<file path="src/hw/cilp_pkg.sv">
package cilp_pkg;
  // ------------------------------------------------------------
  // register word offsets (byte addresses)
  // ------------------------------------------------------------
  localparam logic [7:0] CILP_MODULE_CONTROL_0 = 8'h00;
  localparam logic [7:0] CILP_MODULE_CONTROL_1 = 8'h04;
  localparam logic [7:0] CILP_BUS_TIMING_0 = 8'h08;
  localparam logic [7:0] CILP_BUS_TIMING_1 = 8'h0C;
  localparam logic [7:0] CILP_RX_FLAG_REGISTER = 8'h10;
  localparam logic [7:0] CILP_RX_IRQ_ENABLE = 8'h14;
  localparam logic [7:0] CILP_TX_FLAG_REGISTER = 8'h18;
  localparam logic [7:0] CILP_TX_IRQ_ENABLE = 8'h1C;
  localparam logic [7:0] CILP_ACCEPTANCE_CONTROL = 8'h20;
  localparam logic [7:0] CILP_ERROR_COUNTERS = 8'h24;
  localparam logic [7:0] CILP_ACCEPTANCE_PATTERNS = 8'h30;
  localparam logic [7:0] CILP_ACCEPTANCE_MASKS = 8'h40;
  localparam logic [7:0] CILP_STATUS = 8'h50;
  localparam logic [7:0] CILP_FILTER_SPAN = 8'h10;

  // ------------------------------------------------------------
  // module_control_0 fields and module control 1 wakeup filter bit
  // ------------------------------------------------------------
  localparam int CILP_MC0_SOFT_RESET = 0;
  localparam int CILP_MC0_SLEEP_ACK = 1;
  localparam int CILP_MC0_SLEEP_REQ = 2;
  localparam int CILP_MC0_TIMER_LINK = 3;
  localparam logic [7:0] CILP_MC0_RESET = 8'h01;
  localparam int CILP_MC1_WAKEUP_FILTER = 2;

  // rx flag register bits (flags and enables share positions)
  localparam int CILP_RF_RX_FULL = 0;
  localparam int CILP_RF_OVERRUN = 1;
  localparam int CILP_RF_BUS_OFF = 2;
  localparam int CILP_RF_TX_PASSIVE = 3;
  localparam int CILP_RF_RX_PASSIVE = 4;
  localparam int CILP_RF_TX_WARNING = 5;
  localparam int CILP_RF_RX_WARNING = 6;
  localparam int CILP_RF_WAKEUP = 7;
  localparam logic [7:0] CILP_RF_ERR_MASK = 8'h7E;
  localparam logic [2:0] CILP_TX_EMPTY_RESET = 3'h7;

  // ------------------------------------------------------------
  // error limits and timing
  // ------------------------------------------------------------
  localparam logic [8:0] CILP_WARN_LIMIT = 9'h060;
  localparam logic [8:0] CILP_PASSIVE_LIMIT = 9'h07F;
  localparam logic [8:0] CILP_BUS_OFF_LIMIT = 9'h0FF;
  localparam int CILP_IDLE_BITS = 11;
  localparam int CILP_RECOVERY_RUNS = 128;
  localparam int CILP_WAKE_FILTER_CYCLES = 4;

  typedef enum logic [1:0] {
    CILP_MODE_NORMAL,
    CILP_MODE_SLEEP,
    CILP_MODE_SOFT_RESET,
    CILP_MODE_POWER_DOWN
  } cilp_mode_e;
endpackage

</file>
<file path="src/hw/cilp_can_irq_lowpower.sv">
// The Wishbone interface to the registers and the address map were decided locally.
`timescale 1ns/1ps
`default_nettype none
module cilp_can_irq_lowpower #(
  parameter int FILTER_REGS = 4
) (
  input wire logic clk_i,
  input wire logic rst_i,
  // wishbone slave
  input wire logic cyc_i,
  input wire logic stb_i,
  input wire logic we_i,
  input wire logic [7:0] adr_i,
  input wire logic [3:0] sel_i,
  input wire logic [31:0] dat_i,
  output logic [31:0] dat_o,
  output logic ack_o,
  output logic err_o,
  // cpu and protocol engine
  input wire logic cpu_stop_i,
  input wire logic engine_tx_bit_i,
  input wire logic engine_tx_busy_i,
  input wire logic engine_rx_busy_i,
  input wire logic engine_eof_ok_i,
  input wire logic engine_rx_stored_i,
  input wire logic engine_overrun_i,
  input wire logic engine_tx_done_i,
  input wire logic [2:0] engine_tx_done_buf_i,
  input wire logic engine_bit_tick_i,
  input wire logic [8:0] rx_err_count_i,
  input wire logic [8:0] tx_err_count_i,
  input wire logic can_receive_pin_i,
  // outputs
  output logic can_transmit_pin_o,
  output logic engine_run_o,
  output logic engine_copy_en_o,
  output logic engine_abort_en_o,
  output logic engine_stop_o,
  output logic recovery_done_o,
  output logic [2:0] tx_scheduled_o,
  output logic wakeup_irq_o,
  output logic error_irq_o,
  output logic rx_irq_o,
  output logic tx_irq_o,
  output logic timer_capture_o,
  output logic cpu_wake_o
);
  import cilp_pkg::*;

  // ------------------------------------------------------------
  // storage
  // ------------------------------------------------------------
  logic [7:0] ctrl0_ff, ctrl1_ff, btr0_ff, btr1_ff, idac_ff;
  logic [7:0] pattern_ff [FILTER_REGS];
  logic [7:0] mask_ff [FILTER_REGS];
  logic [7:0] rx_flag_ff, rx_en_ff;
  logic [2:0] tx_empty_ff, tx_en_ff;
  logic rx_meta_ff, rx_sync_ff, rx_prev_ff;
  logic [3:0] idle_cnt_ff;
  logic [7:0] recov_runs_ff;
  logic [3:0] recov_bits_ff;
  logic resync_ff;
  logic [7:0] wake_filt_ff;
  logic pulse_ff;
  cilp_mode_e mode_ff;

  logic bus_wr, bus_rd, cfg_unlocked, in_sleep, bus_off_now, low_power, activity;
  logic [7:0] wbyte;
  assign wbyte = dat_i[7:0];
  // power down refuses all access; single cycle answer
  assign bus_wr = cyc_i && stb_i && we_i && sel_i[0] && !ack_o && !cpu_stop_i;
  assign bus_rd = cyc_i && stb_i && !we_i && !ack_o && !cpu_stop_i;
  assign cfg_unlocked = ctrl0_ff[CILP_MC0_SOFT_RESET];
  assign in_sleep = ctrl0_ff[CILP_MC0_SLEEP_ACK];
  assign bus_off_now = tx_err_count_i > CILP_BUS_OFF_LIMIT;
  assign low_power = mode_ff != CILP_MODE_NORMAL;
  // falling edge on synchronised receive line means a dominant start
  assign activity = rx_prev_ff && !rx_sync_ff;

  // ------------------------------------------------------------
  // receive pin synchroniser
  // ------------------------------------------------------------
  always_ff @(posedge clk_i) begin
    if (rst_i) begin
      rx_meta_ff <= 1'b1;
      rx_sync_ff <= 1'b1;
      rx_prev_ff <= 1'b1;
    end else begin
      rx_meta_ff <= can_receive_pin_i;
      rx_sync_ff <= rx_meta_ff;
      rx_prev_ff <= rx_sync_ff;
    end
  end

  // wakeup low-pass: dominant must persist when filter mode set
  logic wake_seen;
  assign wake_seen = ctrl1_ff[CILP_MC1_WAKEUP_FILTER] ?
                     (wake_filt_ff == 8'(CILP_WAKE_FILTER_CYCLES)) : activity;
  always_ff @(posedge clk_i) begin
    if (rst_i || rx_sync_ff) begin
      wake_filt_ff <= 8'h00;
    end else if (wake_filt_ff != 8'(CILP_WAKE_FILTER_CYCLES)) begin
      wake_filt_ff <= wake_filt_ff + 8'h01;
    end
  end

  // ------------------------------------------------------------
  // module control 0: sleep handshake and soft reset
  // ------------------------------------------------------------
  logic sleep_req_wr;
  assign sleep_req_wr = bus_wr && adr_i == CILP_MODULE_CONTROL_0;
  always_ff @(posedge clk_i) begin
    if (rst_i) begin
      ctrl0_ff <= CILP_MC0_RESET;
    end else begin
      if (sleep_req_wr) begin
        ctrl0_ff[CILP_MC0_SOFT_RESET] <= wbyte[CILP_MC0_SOFT_RESET];
        ctrl0_ff[CILP_MC0_TIMER_LINK] <= wbyte[CILP_MC0_TIMER_LINK];
        // a clear before acknowledge is dropped
        if (wbyte[CILP_MC0_SLEEP_REQ] || in_sleep) begin
          ctrl0_ff[CILP_MC0_SLEEP_REQ] <= wbyte[CILP_MC0_SLEEP_REQ];
        end
      end
      // leave sleep on activity, request cleared, soft reset set
      if (in_sleep && (wake_seen || (sleep_req_wr && !wbyte[CILP_MC0_SLEEP_REQ]) ||
          (sleep_req_wr && wbyte[CILP_MC0_SOFT_RESET]))) begin
        ctrl0_ff[CILP_MC0_SLEEP_ACK] <= 1'b0;
        if (wake_seen) begin
          ctrl0_ff[CILP_MC0_SLEEP_REQ] <= 1'b0;
        end
      end else if (ctrl0_ff[CILP_MC0_SLEEP_REQ] && !cfg_unlocked && !engine_tx_busy_i &&
                   !engine_rx_busy_i && tx_scheduled_o == 3'h0) begin
        ctrl0_ff[CILP_MC0_SLEEP_ACK] <= 1'b1;
      end
    end
  end

  // ------------------------------------------------------------
  // locked configuration registers
  // ------------------------------------------------------------
  always_ff @(posedge clk_i) begin
    if (rst_i) begin
      ctrl1_ff <= 8'h00;
      btr0_ff <= 8'h00;
      btr1_ff <= 8'h00;
      idac_ff <= 8'h00;
    end else if (bus_wr && cfg_unlocked) begin
      unique case (adr_i)
        CILP_MODULE_CONTROL_1: ctrl1_ff <= wbyte;
        CILP_BUS_TIMING_0: btr0_ff <= wbyte;
        CILP_BUS_TIMING_1: btr1_ff <= wbyte;
        CILP_ACCEPTANCE_CONTROL: idac_ff <= wbyte;
        default: ;
      endcase
    end
  end

  // acceptance patterns and masks, one word each
  for (genvar g = 0; g < FILTER_REGS; g++) begin : g_filter
    always_ff @(posedge clk_i) begin
      if (rst_i) begin
        pattern_ff[g] <= 8'h00;
        mask_ff[g] <= 8'h00;
      end else if (bus_wr && cfg_unlocked) begin
        if (adr_i == CILP_ACCEPTANCE_PATTERNS + 8'(4 * g)) begin
          pattern_ff[g] <= wbyte;
        end
        if (adr_i == CILP_ACCEPTANCE_MASKS + 8'(4 * g)) begin
          mask_ff[g] <= wbyte;
        end
      end
    end
  end

  // ------------------------------------------------------------
  // receiver flags: set wins over write-one clear
  // ------------------------------------------------------------
  logic [7:0] rf_set, rf_clr;
  always_comb begin
    rf_set = 8'h00;
    rf_set[CILP_RF_RX_FULL] = engine_eof_ok_i && engine_rx_stored_i;
    rf_set[CILP_RF_OVERRUN] = engine_overrun_i;
    rf_set[CILP_RF_RX_WARNING] = rx_err_count_i >= CILP_WARN_LIMIT;
    rf_set[CILP_RF_TX_WARNING] = tx_err_count_i >= CILP_WARN_LIMIT;
    rf_set[CILP_RF_RX_PASSIVE] = rx_err_count_i > CILP_PASSIVE_LIMIT;
    rf_set[CILP_RF_TX_PASSIVE] = tx_err_count_i > CILP_PASSIVE_LIMIT;
    rf_set[CILP_RF_BUS_OFF] = bus_off_now;
    rf_set[CILP_RF_WAKEUP] = wake_seen && in_sleep && rx_en_ff[CILP_RF_WAKEUP];
    // zeros in the written byte clear nothing
    rf_clr = (bus_wr && adr_i == CILP_RX_FLAG_REGISTER) ? wbyte : 8'h00;
  end

  always_ff @(posedge clk_i) begin
    if (rst_i) begin
      rx_flag_ff <= 8'h00;
    end else begin
      rx_flag_ff <= (rx_flag_ff & ~rf_clr) | rf_set;
    end
  end

  // power down wakeup can arrive with cpu stopped (ack may still be set)
  always_ff @(posedge clk_i) begin
    if (rst_i) begin
      rx_en_ff <= 8'h00;
      tx_en_ff <= 3'h0;
    end else if (bus_wr) begin
      if (adr_i == CILP_RX_IRQ_ENABLE) begin
        rx_en_ff <= wbyte;
      end
      if (adr_i == CILP_TX_IRQ_ENABLE) begin
        tx_en_ff <= wbyte[2:0];
      end
    end
  end

  // ------------------------------------------------------------
  // transmit empty flags: software clears to schedule
  // ------------------------------------------------------------
  logic [2:0] tf_clr;
  assign tf_clr = (bus_wr && adr_i == CILP_TX_FLAG_REGISTER) ? wbyte[2:0] : 3'h0;
  always_ff @(posedge clk_i) begin
    if (rst_i) begin
      tx_empty_ff <= CILP_TX_EMPTY_RESET;
    end else begin
      tx_empty_ff <= (tx_empty_ff & ~tf_clr) | (engine_tx_done_i ? engine_tx_done_buf_i : 3'h0);
    end
  end

  // ------------------------------------------------------------
  // mode table and bus recovery after wake
  // ------------------------------------------------------------
  always_ff @(posedge clk_i) begin
    if (rst_i) begin
      mode_ff <= CILP_MODE_SOFT_RESET;
    end else if (cpu_stop_i) begin
      mode_ff <= CILP_MODE_POWER_DOWN;
    end else begin
      unique case ({ctrl0_ff[CILP_MC0_SLEEP_ACK], ctrl0_ff[CILP_MC0_SOFT_RESET]})
        2'b10: mode_ff <= CILP_MODE_SLEEP;
        2'b01: mode_ff <= CILP_MODE_SOFT_RESET;
        2'b00: mode_ff <= CILP_MODE_NORMAL;
        default: mode_ff <= CILP_MODE_SOFT_RESET; // both set is treated as soft reset
      endcase
    end
  end

  // idle counter: recessive bits in a row, restarted in low power so wake-up waits afresh
  always_ff @(posedge clk_i) begin
    if (rst_i || !rx_sync_ff || low_power) begin
      idle_cnt_ff <= 4'h0;
    end else if (engine_bit_tick_i && idle_cnt_ff != 4'(CILP_IDLE_BITS)) begin
      idle_cnt_ff <= idle_cnt_ff + 4'h1;
    end
  end

  // after leaving a low-power mode wait for an idle bus
  always_ff @(posedge clk_i) begin
    if (rst_i || low_power) begin
      resync_ff <= 1'b1;
    end else if (idle_cnt_ff == 4'(CILP_IDLE_BITS)) begin
      resync_ff <= 1'b0;
    end
  end

  // bus-off recovery: 128 runs of 11 recessive bits, frozen in sleep
  always_ff @(posedge clk_i) begin
    if (rst_i || !bus_off_now) begin
      recov_runs_ff <= 8'h00;
      recov_bits_ff <= 4'h0;
    end else if (mode_ff == CILP_MODE_NORMAL && engine_bit_tick_i &&
                 recov_runs_ff != 8'(CILP_RECOVERY_RUNS)) begin
      if (!rx_sync_ff) begin
        recov_bits_ff <= 4'h0;
      end else if (recov_bits_ff == 4'(CILP_IDLE_BITS - 1)) begin
        recov_bits_ff <= 4'h0;
        recov_runs_ff <= recov_runs_ff + 8'h01;
      end else begin
        recov_bits_ff <= recov_bits_ff + 4'h1;
      end
    end
  end

  // ------------------------------------------------------------
  // frame pulse for the timer link
  // ------------------------------------------------------------
  always_ff @(posedge clk_i) begin
    if (rst_i) begin
      pulse_ff <= 1'b0;
    end else if (engine_eof_ok_i) begin
      pulse_ff <= 1'b1;
    end else if (engine_bit_tick_i) begin
      pulse_ff <= 1'b0;
    end
  end

  // ------------------------------------------------------------
  // registered outputs
  // ------------------------------------------------------------
  always_ff @(posedge clk_i) begin
    if (rst_i) begin
      can_transmit_pin_o <= 1'b1;
      engine_run_o <= 1'b0;
      engine_copy_en_o <= 1'b0;
      engine_abort_en_o <= 1'b0;
      engine_stop_o <= 1'b1;
      recovery_done_o <= 1'b0;
      tx_scheduled_o <= 3'h0;
      wakeup_irq_o <= 1'b0;
      error_irq_o <= 1'b0;
      rx_irq_o <= 1'b0;
      tx_irq_o <= 1'b0;
      timer_capture_o <= 1'b0;
      cpu_wake_o <= 1'b0;
    end else begin
      can_transmit_pin_o <= low_power ? 1'b1 : engine_tx_bit_i;
      engine_run_o <= !low_power && !resync_ff;
      engine_copy_en_o <= !low_power;
      engine_abort_en_o <= !low_power;
      // soft reset or power down stop the engine at once
      engine_stop_o <= cfg_unlocked || cpu_stop_i;
      recovery_done_o <= recov_runs_ff == 8'(CILP_RECOVERY_RUNS);
      tx_scheduled_o <= ~tx_empty_ff;
      wakeup_irq_o <= rx_flag_ff[CILP_RF_WAKEUP] && rx_en_ff[CILP_RF_WAKEUP];
      error_irq_o <= |(rx_flag_ff & rx_en_ff & CILP_RF_ERR_MASK);
      rx_irq_o <= rx_flag_ff[CILP_RF_RX_FULL] && rx_en_ff[CILP_RF_RX_FULL];
      tx_irq_o <= |(tx_empty_ff & tx_en_ff);
      timer_capture_o <= pulse_ff && ctrl0_ff[CILP_MC0_TIMER_LINK];
      cpu_wake_o <= cpu_stop_i && activity;
    end
  end

  // ------------------------------------------------------------
  // wishbone answer: one cycle after request
  // ------------------------------------------------------------
  logic [7:0] rd_byte;
  always_comb begin
    rd_byte = 8'h00;
    unique case (adr_i)
      CILP_MODULE_CONTROL_0: rd_byte = ctrl0_ff;
      CILP_MODULE_CONTROL_1: rd_byte = ctrl1_ff;
      CILP_BUS_TIMING_0: rd_byte = btr0_ff;
      CILP_BUS_TIMING_1: rd_byte = btr1_ff;
      CILP_RX_FLAG_REGISTER: rd_byte = rx_flag_ff;
      CILP_RX_IRQ_ENABLE: rd_byte = rx_en_ff;
      CILP_TX_FLAG_REGISTER: rd_byte = {5'h00, tx_empty_ff};
      CILP_TX_IRQ_ENABLE: rd_byte = {5'h00, tx_en_ff};
      CILP_ACCEPTANCE_CONTROL: rd_byte = idac_ff;
      CILP_STATUS: rd_byte = {6'h00, mode_ff};
      default: ;
    endcase
    for (int i = 0; i < FILTER_REGS; i++) begin
      if (adr_i == CILP_ACCEPTANCE_PATTERNS + 8'(4 * i)) rd_byte = pattern_ff[i];
      if (adr_i == CILP_ACCEPTANCE_MASKS + 8'(4 * i)) rd_byte = mask_ff[i];
    end
  end

  // error counters read only; writes fall through harmlessly
  always_ff @(posedge clk_i) begin
    if (rst_i) begin
      dat_o <= 32'h0000_0000;
      ack_o <= 1'b0;
      err_o <= 1'b0;
    end else begin
      ack_o <= bus_wr || bus_rd || (cyc_i && stb_i && we_i && !sel_i[0] && !ack_o && !cpu_stop_i);
      err_o <= 1'b0;
      if (bus_rd) begin
        dat_o <= (adr_i == CILP_ERROR_COUNTERS) ?
                 {7'h00, tx_err_count_i, 7'h00, rx_err_count_i} : {24'h000000, rd_byte};
      end
    end
  end
endmodule
`default_nettype wire

</file>
<file path="config.mk">
export PLATFORM = sky130hd
export DESIGN_NAME = cilp_can_irq_lowpower
export DESIGN_NICKNAME = d
export VERILOG_FILES = /design/src/hw/cilp_pkg.sv /design/src/hw/cilp_can_irq_lowpower.sv
export SDC_FILE = /design/constraint.sdc
export NUM_CORES = 1
export LEC_CHECK = 0
export CORE_ASPECT_RATIO = 1.25
export CORE_UTILIZATION = 45
export CTS_CLUSTER_SIZE = 16
export DETAILED_ROUTE_END_ITERATION = 16
export DONT_BUFFER_PORTS = 1
export GPL_ROUTABILITY_DRIVEN = 0
export PLACE_DENSITY_LB_ADDON = 0.25
export SYNTH_ARGS = -nofsm -noshare
export SYNTH_HDL_FRONTEND = slang
export SYNTH_SLANG_ARGS = --single-unit
</file>
<file path="constraint.sdc">
create_clock -name clk_i -period 2.1 [get_ports clk_i]
set_clock_uncertainty 0.05 [all_clocks]
set_input_delay 0.315 -clock clk_i [delete_from_list [all_inputs] [get_ports clk_i]]
set_output_delay 0.315 -clock clk_i [all_outputs]
set_load 0.02 [all_outputs]
</file>
==> flow_summary.ini, run 1 <==
[run_status]
status = complete, no violations

[worst_setup_path]
r2r_start = ack_o$_SDFF_PP0_
endpoint_kind = flop
worstPathArrival_ns = 2.27
r2r_end = pattern_ff[2][5]$_SDFFCE_PN0P_
criticalPathCategory = reg -> reg
start_kind = flop
r2r_slack_ns = 0.09
worst-r2r-cell-count = 5
cp_max_fo = 16
required_ns = 2.36

[timing]
finalHoldViolCount = 0
finalSetupTns_ns = 0
slew_headroom_pct = 66.8
fin_crit_sh_pct = 95.6
finalSetupViolations = 0
rsz0062_at_grt = yes
setup_ws_ns = 0.0914
worstMarginPinSlew_ns = 0.497
drv_slew = 0
min_period_ns = 2.01
fmax_ghz = 0.498

[logic_synthesis]
synthTopCellsByArea = dfxtp_1 (28%), edfxtp_1 (22%), mux2i_1 (5.9%), nor2_1 (5.5%), and2_1 (4.0%)
synth_edf_count = 64
synth_top_area_share_pct = 27.7
ys_ff_latch = 186
synth_seq_area_share_pct = 49.4
syn_area_per_cell_sq_um = 10.0
synthFlopType = dfxtp_1
synth_area_sq_mm = 0.00883
ys_types = 74
synthCells = 883
synth_area_leader_cell = dfxtp_1
synthArstFlopShare_pct = 0
ys.warnings.count = 0

[power]
p_sw_share_pct = 22.2
comb_power_share_pct = 5.0
clock_power_share_pct = 44.0
powerDensity_mw_per_mm2 = 730
intPower_mw = 5.79
p_switching_mw = 1.66
power_frac_seq_pct = 51.0
ir_drop_mv = 0.564
p_leak_nw = 3.62

[clock_tree]
cts_buffers = 17
clkSinkCount = 186
post_cts_buffers = 0
cts_tree = built
cts-root-buf = clkbuf_16
clkTransAtPathRegs_ns = 0.07
ctsHtreeMaxLevel = 4
clock_latency_ns = 0.44
clock_path_buffers = 2
cts.repair.resized = 0

[detailed_routing]
ant_nets = 0
drc = 0
via_count = 7045
firstDrtPassIters = 5
wirelength_um = 26600
drt_iter0_markers = 555
wl_per_cell_um = 22.1
vias_per_cell = 5.83

[finish]
final_nets = 1022
post-route-util_pct = 53.8
stdcell_area_sq_mm = 0.0102
synthToLayoutAreaGrowth_pct = 15.6
num_antenna_cells = 0
nFillCells = 1720
drive_above_1_share_pct = 13.9

[global_routing]
grt_pass1_vias = 6730
grt_pass1_wl_um = 39700
grt_use_total_pct = 26.9
grt.overflow.total = 0
grt_max_degree = 90
antenna_found_initial = 1

[placement]
io_buffers = 0
dp_hpwl_um = 17500
placed_area_sq_mm = 0.00930
dp_slack_ns = 0.0525

[floorplanning]
coreArea_sq_mm = 0.0190
start_util_pct = 46.5
fp-row-count = 56
die_x_um = 127
io-pin-count = 129
die_h_um = 159
dieArea_sq_mm = 0.0202

[hold_path]
hold_end = rx_flag_ff[5]$_SDFF_PP0_
hold-path-cell-count = 2
holdCritStartpoint = tx_err_count_i[6]
hold_path_class = in -> reg

[run]
maxCapViolCount = 0
-- placed cells by master, fill, tap and decap left out, drive strengths merged, types with 8 or more instances in the layout --
master       instances
xor2                13
mux2i               52
nor2b                8
o211ai              10
o221ai               9
nor3                27
edfxtp              64
inv                 15
nand3               15
clkbuf              21
o21ai               29
nor2               135
and2                57
conb                15
buf                 59
dfxtp              122
a21oi               39
a22oi               26
mux2                 8
dlygate4sd3         29
nand4               12
nand2               56
-- repair_timing --
| item | 4_1_cts | 5_1_grt |
|---|---|---|
| setup endpoints to repair | 0 | 14 |
| hold buffers | 30 | 0 |
| endpoints found under the hold margin | 95 | 0 |
-- Yosys cell counts, drive strengths merged, types with 8 or more instances --
cell type	instances
nor2	135
dfxtp	122
edfxtp	64
and2	57
nand2	56
mux2i	52
buf	42
a21oi	39
o21ai	29
clkbuf	27
nor3	27
a22oi	26
nand3	15
xor2	13
inv	12
nand4	12
o211ai	10
o221ai	9
mux2	8
nor2b	8
-- metrics by stage --
step / hold WS [ns] / instances / total power [mW]
global route: 0.0119 / 1208 / 7.62
finish: 0.00865 / 1208 / 7.45
floorplan: 0.339 / 897 / 4.15
CTS: 0.00114 / 1208 / 7.46
detailed placement: 0.341 / 1147 / 4.14
global placement: 0.343 / 1147 / 4.14
-- cell type report --
type / count / area (sq um) / area share [%]
clock buffers: 21 / 482 / 4.72
clock inverters: 10 / 113 / 1.10
inverters: 13 / 48.8 / 0.478
multi-input cells: 629 / 4070 / 39.9
flip-flops and latches: 186 / 4360 / 42.8
well taps: 261 / 327 / 3.20
repair buffers: 88 / 803 / 7.87
-- critical path: stages (launching register included) --
cell      delay (ns)
dfxtp_1         0.31
and4bb_2        0.41
nand4_4         0.12
or2_2           0.46
nor2_1          0.35
and2_1          0.18
-- worst max path at each step --
stage                     startpoint                              to
global route        ack_o$_SDFF_PP0_  pattern_ff[2][4]$_SDFFCE_PN0P_
global placement          cpu_stop_i  pattern_ff[2][4]$_SDFFCE_PN0P_
finish              ack_o$_SDFF_PP0_  pattern_ff[2][5]$_SDFFCE_PN0P_
CTS                 ack_o$_SDFF_PP0_  pattern_ff[2][1]$_SDFFCE_PN0P_
floorplan           ack_o$_SDFF_PP0_     mask_ff[3][0]$_SDFFCE_PN0P_
detailed placement          adr_i[7]           dat_o[1]$_SDFFE_PP0P_
-- metal layers --
layer / vias up / part of all wire, % / global-route usage (%)
met3: 83 / 6.5 / 6.01
met4: 0 / 4.8 / 15.8
met1: 3422 / 39 / 30.5
met2: 282 / 50 / 46.7
met5: - / 0 / 0
li1: 3258 / - / -
-- cells by family (layout without fill, tap and decap cells) --
| kind of cell | after synthesis | in the layout | synth area share [%] |
|---|---|---|---|
| and+or+nand+nor | 363 | 363 | 22.7 |
| xor gates and xnor gates | 17 | 17 | 1.69 |
| muxes | 61 | 61 | 7.17 |
| adders and majority gates | 7 | 7 | 0.992 |
| AOI/OAI and AO/OA | 166 | 166 | 12.9 |
| other | 1 | 15 | 0.0425 |
| DFF | 186 | 186 | 49.4 |
| buffers and inverters | 82 | 132 | 5.09 |
-- power groups by stage --
stage          sequential, mW  combinational [mW]  clock [mW]
5_1_grt                  3.80               0.397        3.42
4_1_cts                  3.80               0.370        3.30
6_report                 3.80               0.375        3.28
3_3_place_gp             3.88               0.267           0
3_5_place_dp             3.88               0.269           0
2_1_floorplan            3.86               0.290           0
-- sequential cells by signal, indices dropped and copies added, names as in the netlist, 2 cells and up --
name / count
mode_ff: 2
rx_en_ff: 8
ctrl0_ff: 4
recov_bits_ff: 4
idle_cnt_ff: 4
idac_ff: 8
btr1_ff: 8
rx_flag_ff: 8
wake_filt_ff: 8
tx_scheduled_o: 3
ctrl1_ff: 8
mask_ff: 32
tx_empty_ff: 3
recov_runs_ff: 8
pattern_ff: 32
tx_en_ff: 3
dat_o: 18
btr0_ff: 8
No activity file was read; power rests on OpenSTA's default activity.
==> run 2: changes to the inputs <==
==> constraint.sdc (replaced) <==
create_clock -name clk_i -period 2.4 [get_ports clk_i]
set_clock_uncertainty 0.05 [all_clocks]
set_input_delay 0.36 -clock clk_i [delete_from_list [all_inputs] [get_ports clk_i]]
set_output_delay 0.36 -clock clk_i [all_outputs]
set_load 0.02 [all_outputs]
==> flow_summary.ini, run 2 (synthesis results as in run 1) <==
[timing]
fin_crit_sh_pct = 94.8
slew_headroom_pct = 68.0
worst_hold_slack_ns = 0.0137
drv_slew = 0
worstMarginPinSlew_ns = 0.468
min_period_ns = 2.27
rsz0062_at_grt = no
finalSetupTns_ns = 0
finalSetupViolations = 0
fmax_ghz = 0.440
finalHoldViolCount = 0

[detailed_routing]
wl_per_cell_um = 21.2
firstDrtPassIters = 5
drc = 0
vias_per_cell = 5.80
ant_nets = 0
wirelength_um = 24800
via_count = 6801
drt_iter0_markers = 639

[floorplanning]
die_x_um = 127
io-pin-count = 129
fp-row-count = 56
coreArea_sq_mm = 0.0190
start_util_pct = 46.5
die_h_um = 159
dieArea_sq_mm = 0.0202

[global_routing]
grt_use_total_pct = 25.3
grt_pass1_vias = 6535
antenna_found_initial = 0
grt_pass1_wl_um = 37700
grt.overflow.total = 0
grt_max_degree = 89

[hold_path]
holdCritStartpoint = engine_tx_done_i
hold_path_class = in -> reg

[clock_tree]
cts.repair.resized = 0
cts_buffers = 17
cts_tree = built
clock_path_buffers = 2
clock_latency_ns = 0.44
post_cts_buffers = 0
ctsHtreeMaxLevel = 4
clkTransAtPathRegs_ns = 0.07
clkSinkCount = 186
cts-root-buf = clkbuf_16

[finish]
layout_commonest_cell = nor2_1
post-route-util_pct = 51.7
num_antenna_cells = 0
final_nets = 986
drive_above_1_share_pct = 12.7
largestRegisters = mask_ff: 32 flops, pattern_ff: 32 flops, dat_o: 18 flops
layout_common_cells = nor2_1 (129), dfxtp_1 (122), edfxtp_1 (64)
post_layout_nonfiller_instances = 1173
synthToLayoutAreaGrowth_pct = 11.2

[worst_setup_path]
critPathBufInv = 1
start_kind = flop
criticalPathCategory = reg -> reg
worstPathArrival_ns = 2.56
crit_chain = and4bb_2, nand4_2, nor2_1, nand2_1, a221o_1, dlygate4sd3_1
slowest_stage = dlygate4sd3_1
startpoint = ack_o$_SDFF_PP0_
r2r_start = ack_o$_SDFF_PP0_
endpoint_kind = flop
path_delay_family = simple AND/OR/NAND/NOR gates
cp_max_fo = 6
required_ns = 2.68
cpPeakStageDelay_ns = 0.55

[power]
clock_power_share_pct = 43.1
power_frac_seq_pct = 52.6
ir_drop_mv = 0.466
p_leak_nw = 3.44
powerDensity_mw_per_mm2 = 642
intPower_mw = 4.85
comb_power_share_pct = 4.3
p_sw_share_pct = 23.2
p_switching_mw = 1.46
p_total_mw = 6.31

[placement]
dp_hpwl_um = 17300
io_buffers = 0
dp.cells = 1129

[run_status]
status = complete, no violations

[run]
maxCapViolCount = 0
==> run 2: cell types whose count changed in the layout (fill, tap and decap cells not counted), sizes merged <==
| cell | delta |
|---|---|
| clkinv | +2 |
| dlygate4sd3 | -18 |
| clkinvlp | -1 |
| bufinv | -2 |
| inv | +2 |
| buf | -18 |
==> run 2: worst reg2reg max path, stage by stage (launching register included) <==
cell and delay (ns):
dfxtp_1 0.31, and4bb_2 0.42, nand4_2 0.22, nor2_1 0.25, nand2_1 0.08, a221o_1 0.28
dlygate4sd3_1 0.55
==> run 2: through the flow <==
stage,instance area [sq um],worst slack [ns]
4_1_cts,9830,0.148
2_1_floorplan,8880,0.0714
6_report,9830,0.125
3_3_place_gp,9120,0.261
5_1_grt,9830,0.00258
3_5_place_dp,9120,0.259
==> run 2: layout make-up <==
| cell class | count | area (sq um) |
|---|---|---|
| Sequential cell | 186 | 4360 |
| Clock buffer | 21 | 482 |
| Clock inverter | 11 | 82.6 |
| Timing Repair Buffer | 52 | 450 |
| Fill cell | 1722 | 9160 |
| Tap cell | 261 | 327 |
| Multi-Input combinational cell | 629 | 4070 |
| Inverter | 13 | 48.8 |
==> run 2: repair_timing <==
| action | in CTS | in global routing |
|---|---|---|
| hold buffers | 12 | 0 |
| endpoints found under the hold margin | 89 | 0 |
| setup endpoints to repair | 0 | 0 |
==> run 2: layer usage <==
layer  up-vias  part of all wire, %  global-route usage (%)
li1       3194                    -                       -
met1      3322                   40                    29.3
met2       233                   51                    43.9
met3        52                  6.0                    5.61
met4         0                  3.6                    13.2
met5         -                    0                       0
==> run 2: final timing paths <==
path / cells after the start / slack [ns] / endpoint
worst max-delay path: 6 / 0.13 / tx_empty_ff[0]$_SDFF_PP1_
worst min-delay path: 1 / 0.01 / tx_empty_ff[2]$_SDFF_PP1_
worst max register to register: 6 / 0.13 / tx_empty_ff[0]$_SDFF_PP1_
worst min register to register: 1 / 0.37 / rx_sync_ff$_SDFF_PP1_
==> run 2: power groups by stage <==
stage | Combinational [mW] | Clock [mW] | Sequential, mW
2_1_floorplan | 0.254 | 0 | 3.38
3_3_place_gp | 0.220 | 0 | 3.39
3_5_place_dp | 0.222 | 0 | 3.39
4_1_cts | 0.266 | 2.76 | 3.32
5_1_grt | 0.287 | 2.90 | 3.32
6_report | 0.269 | 2.72 | 3.32
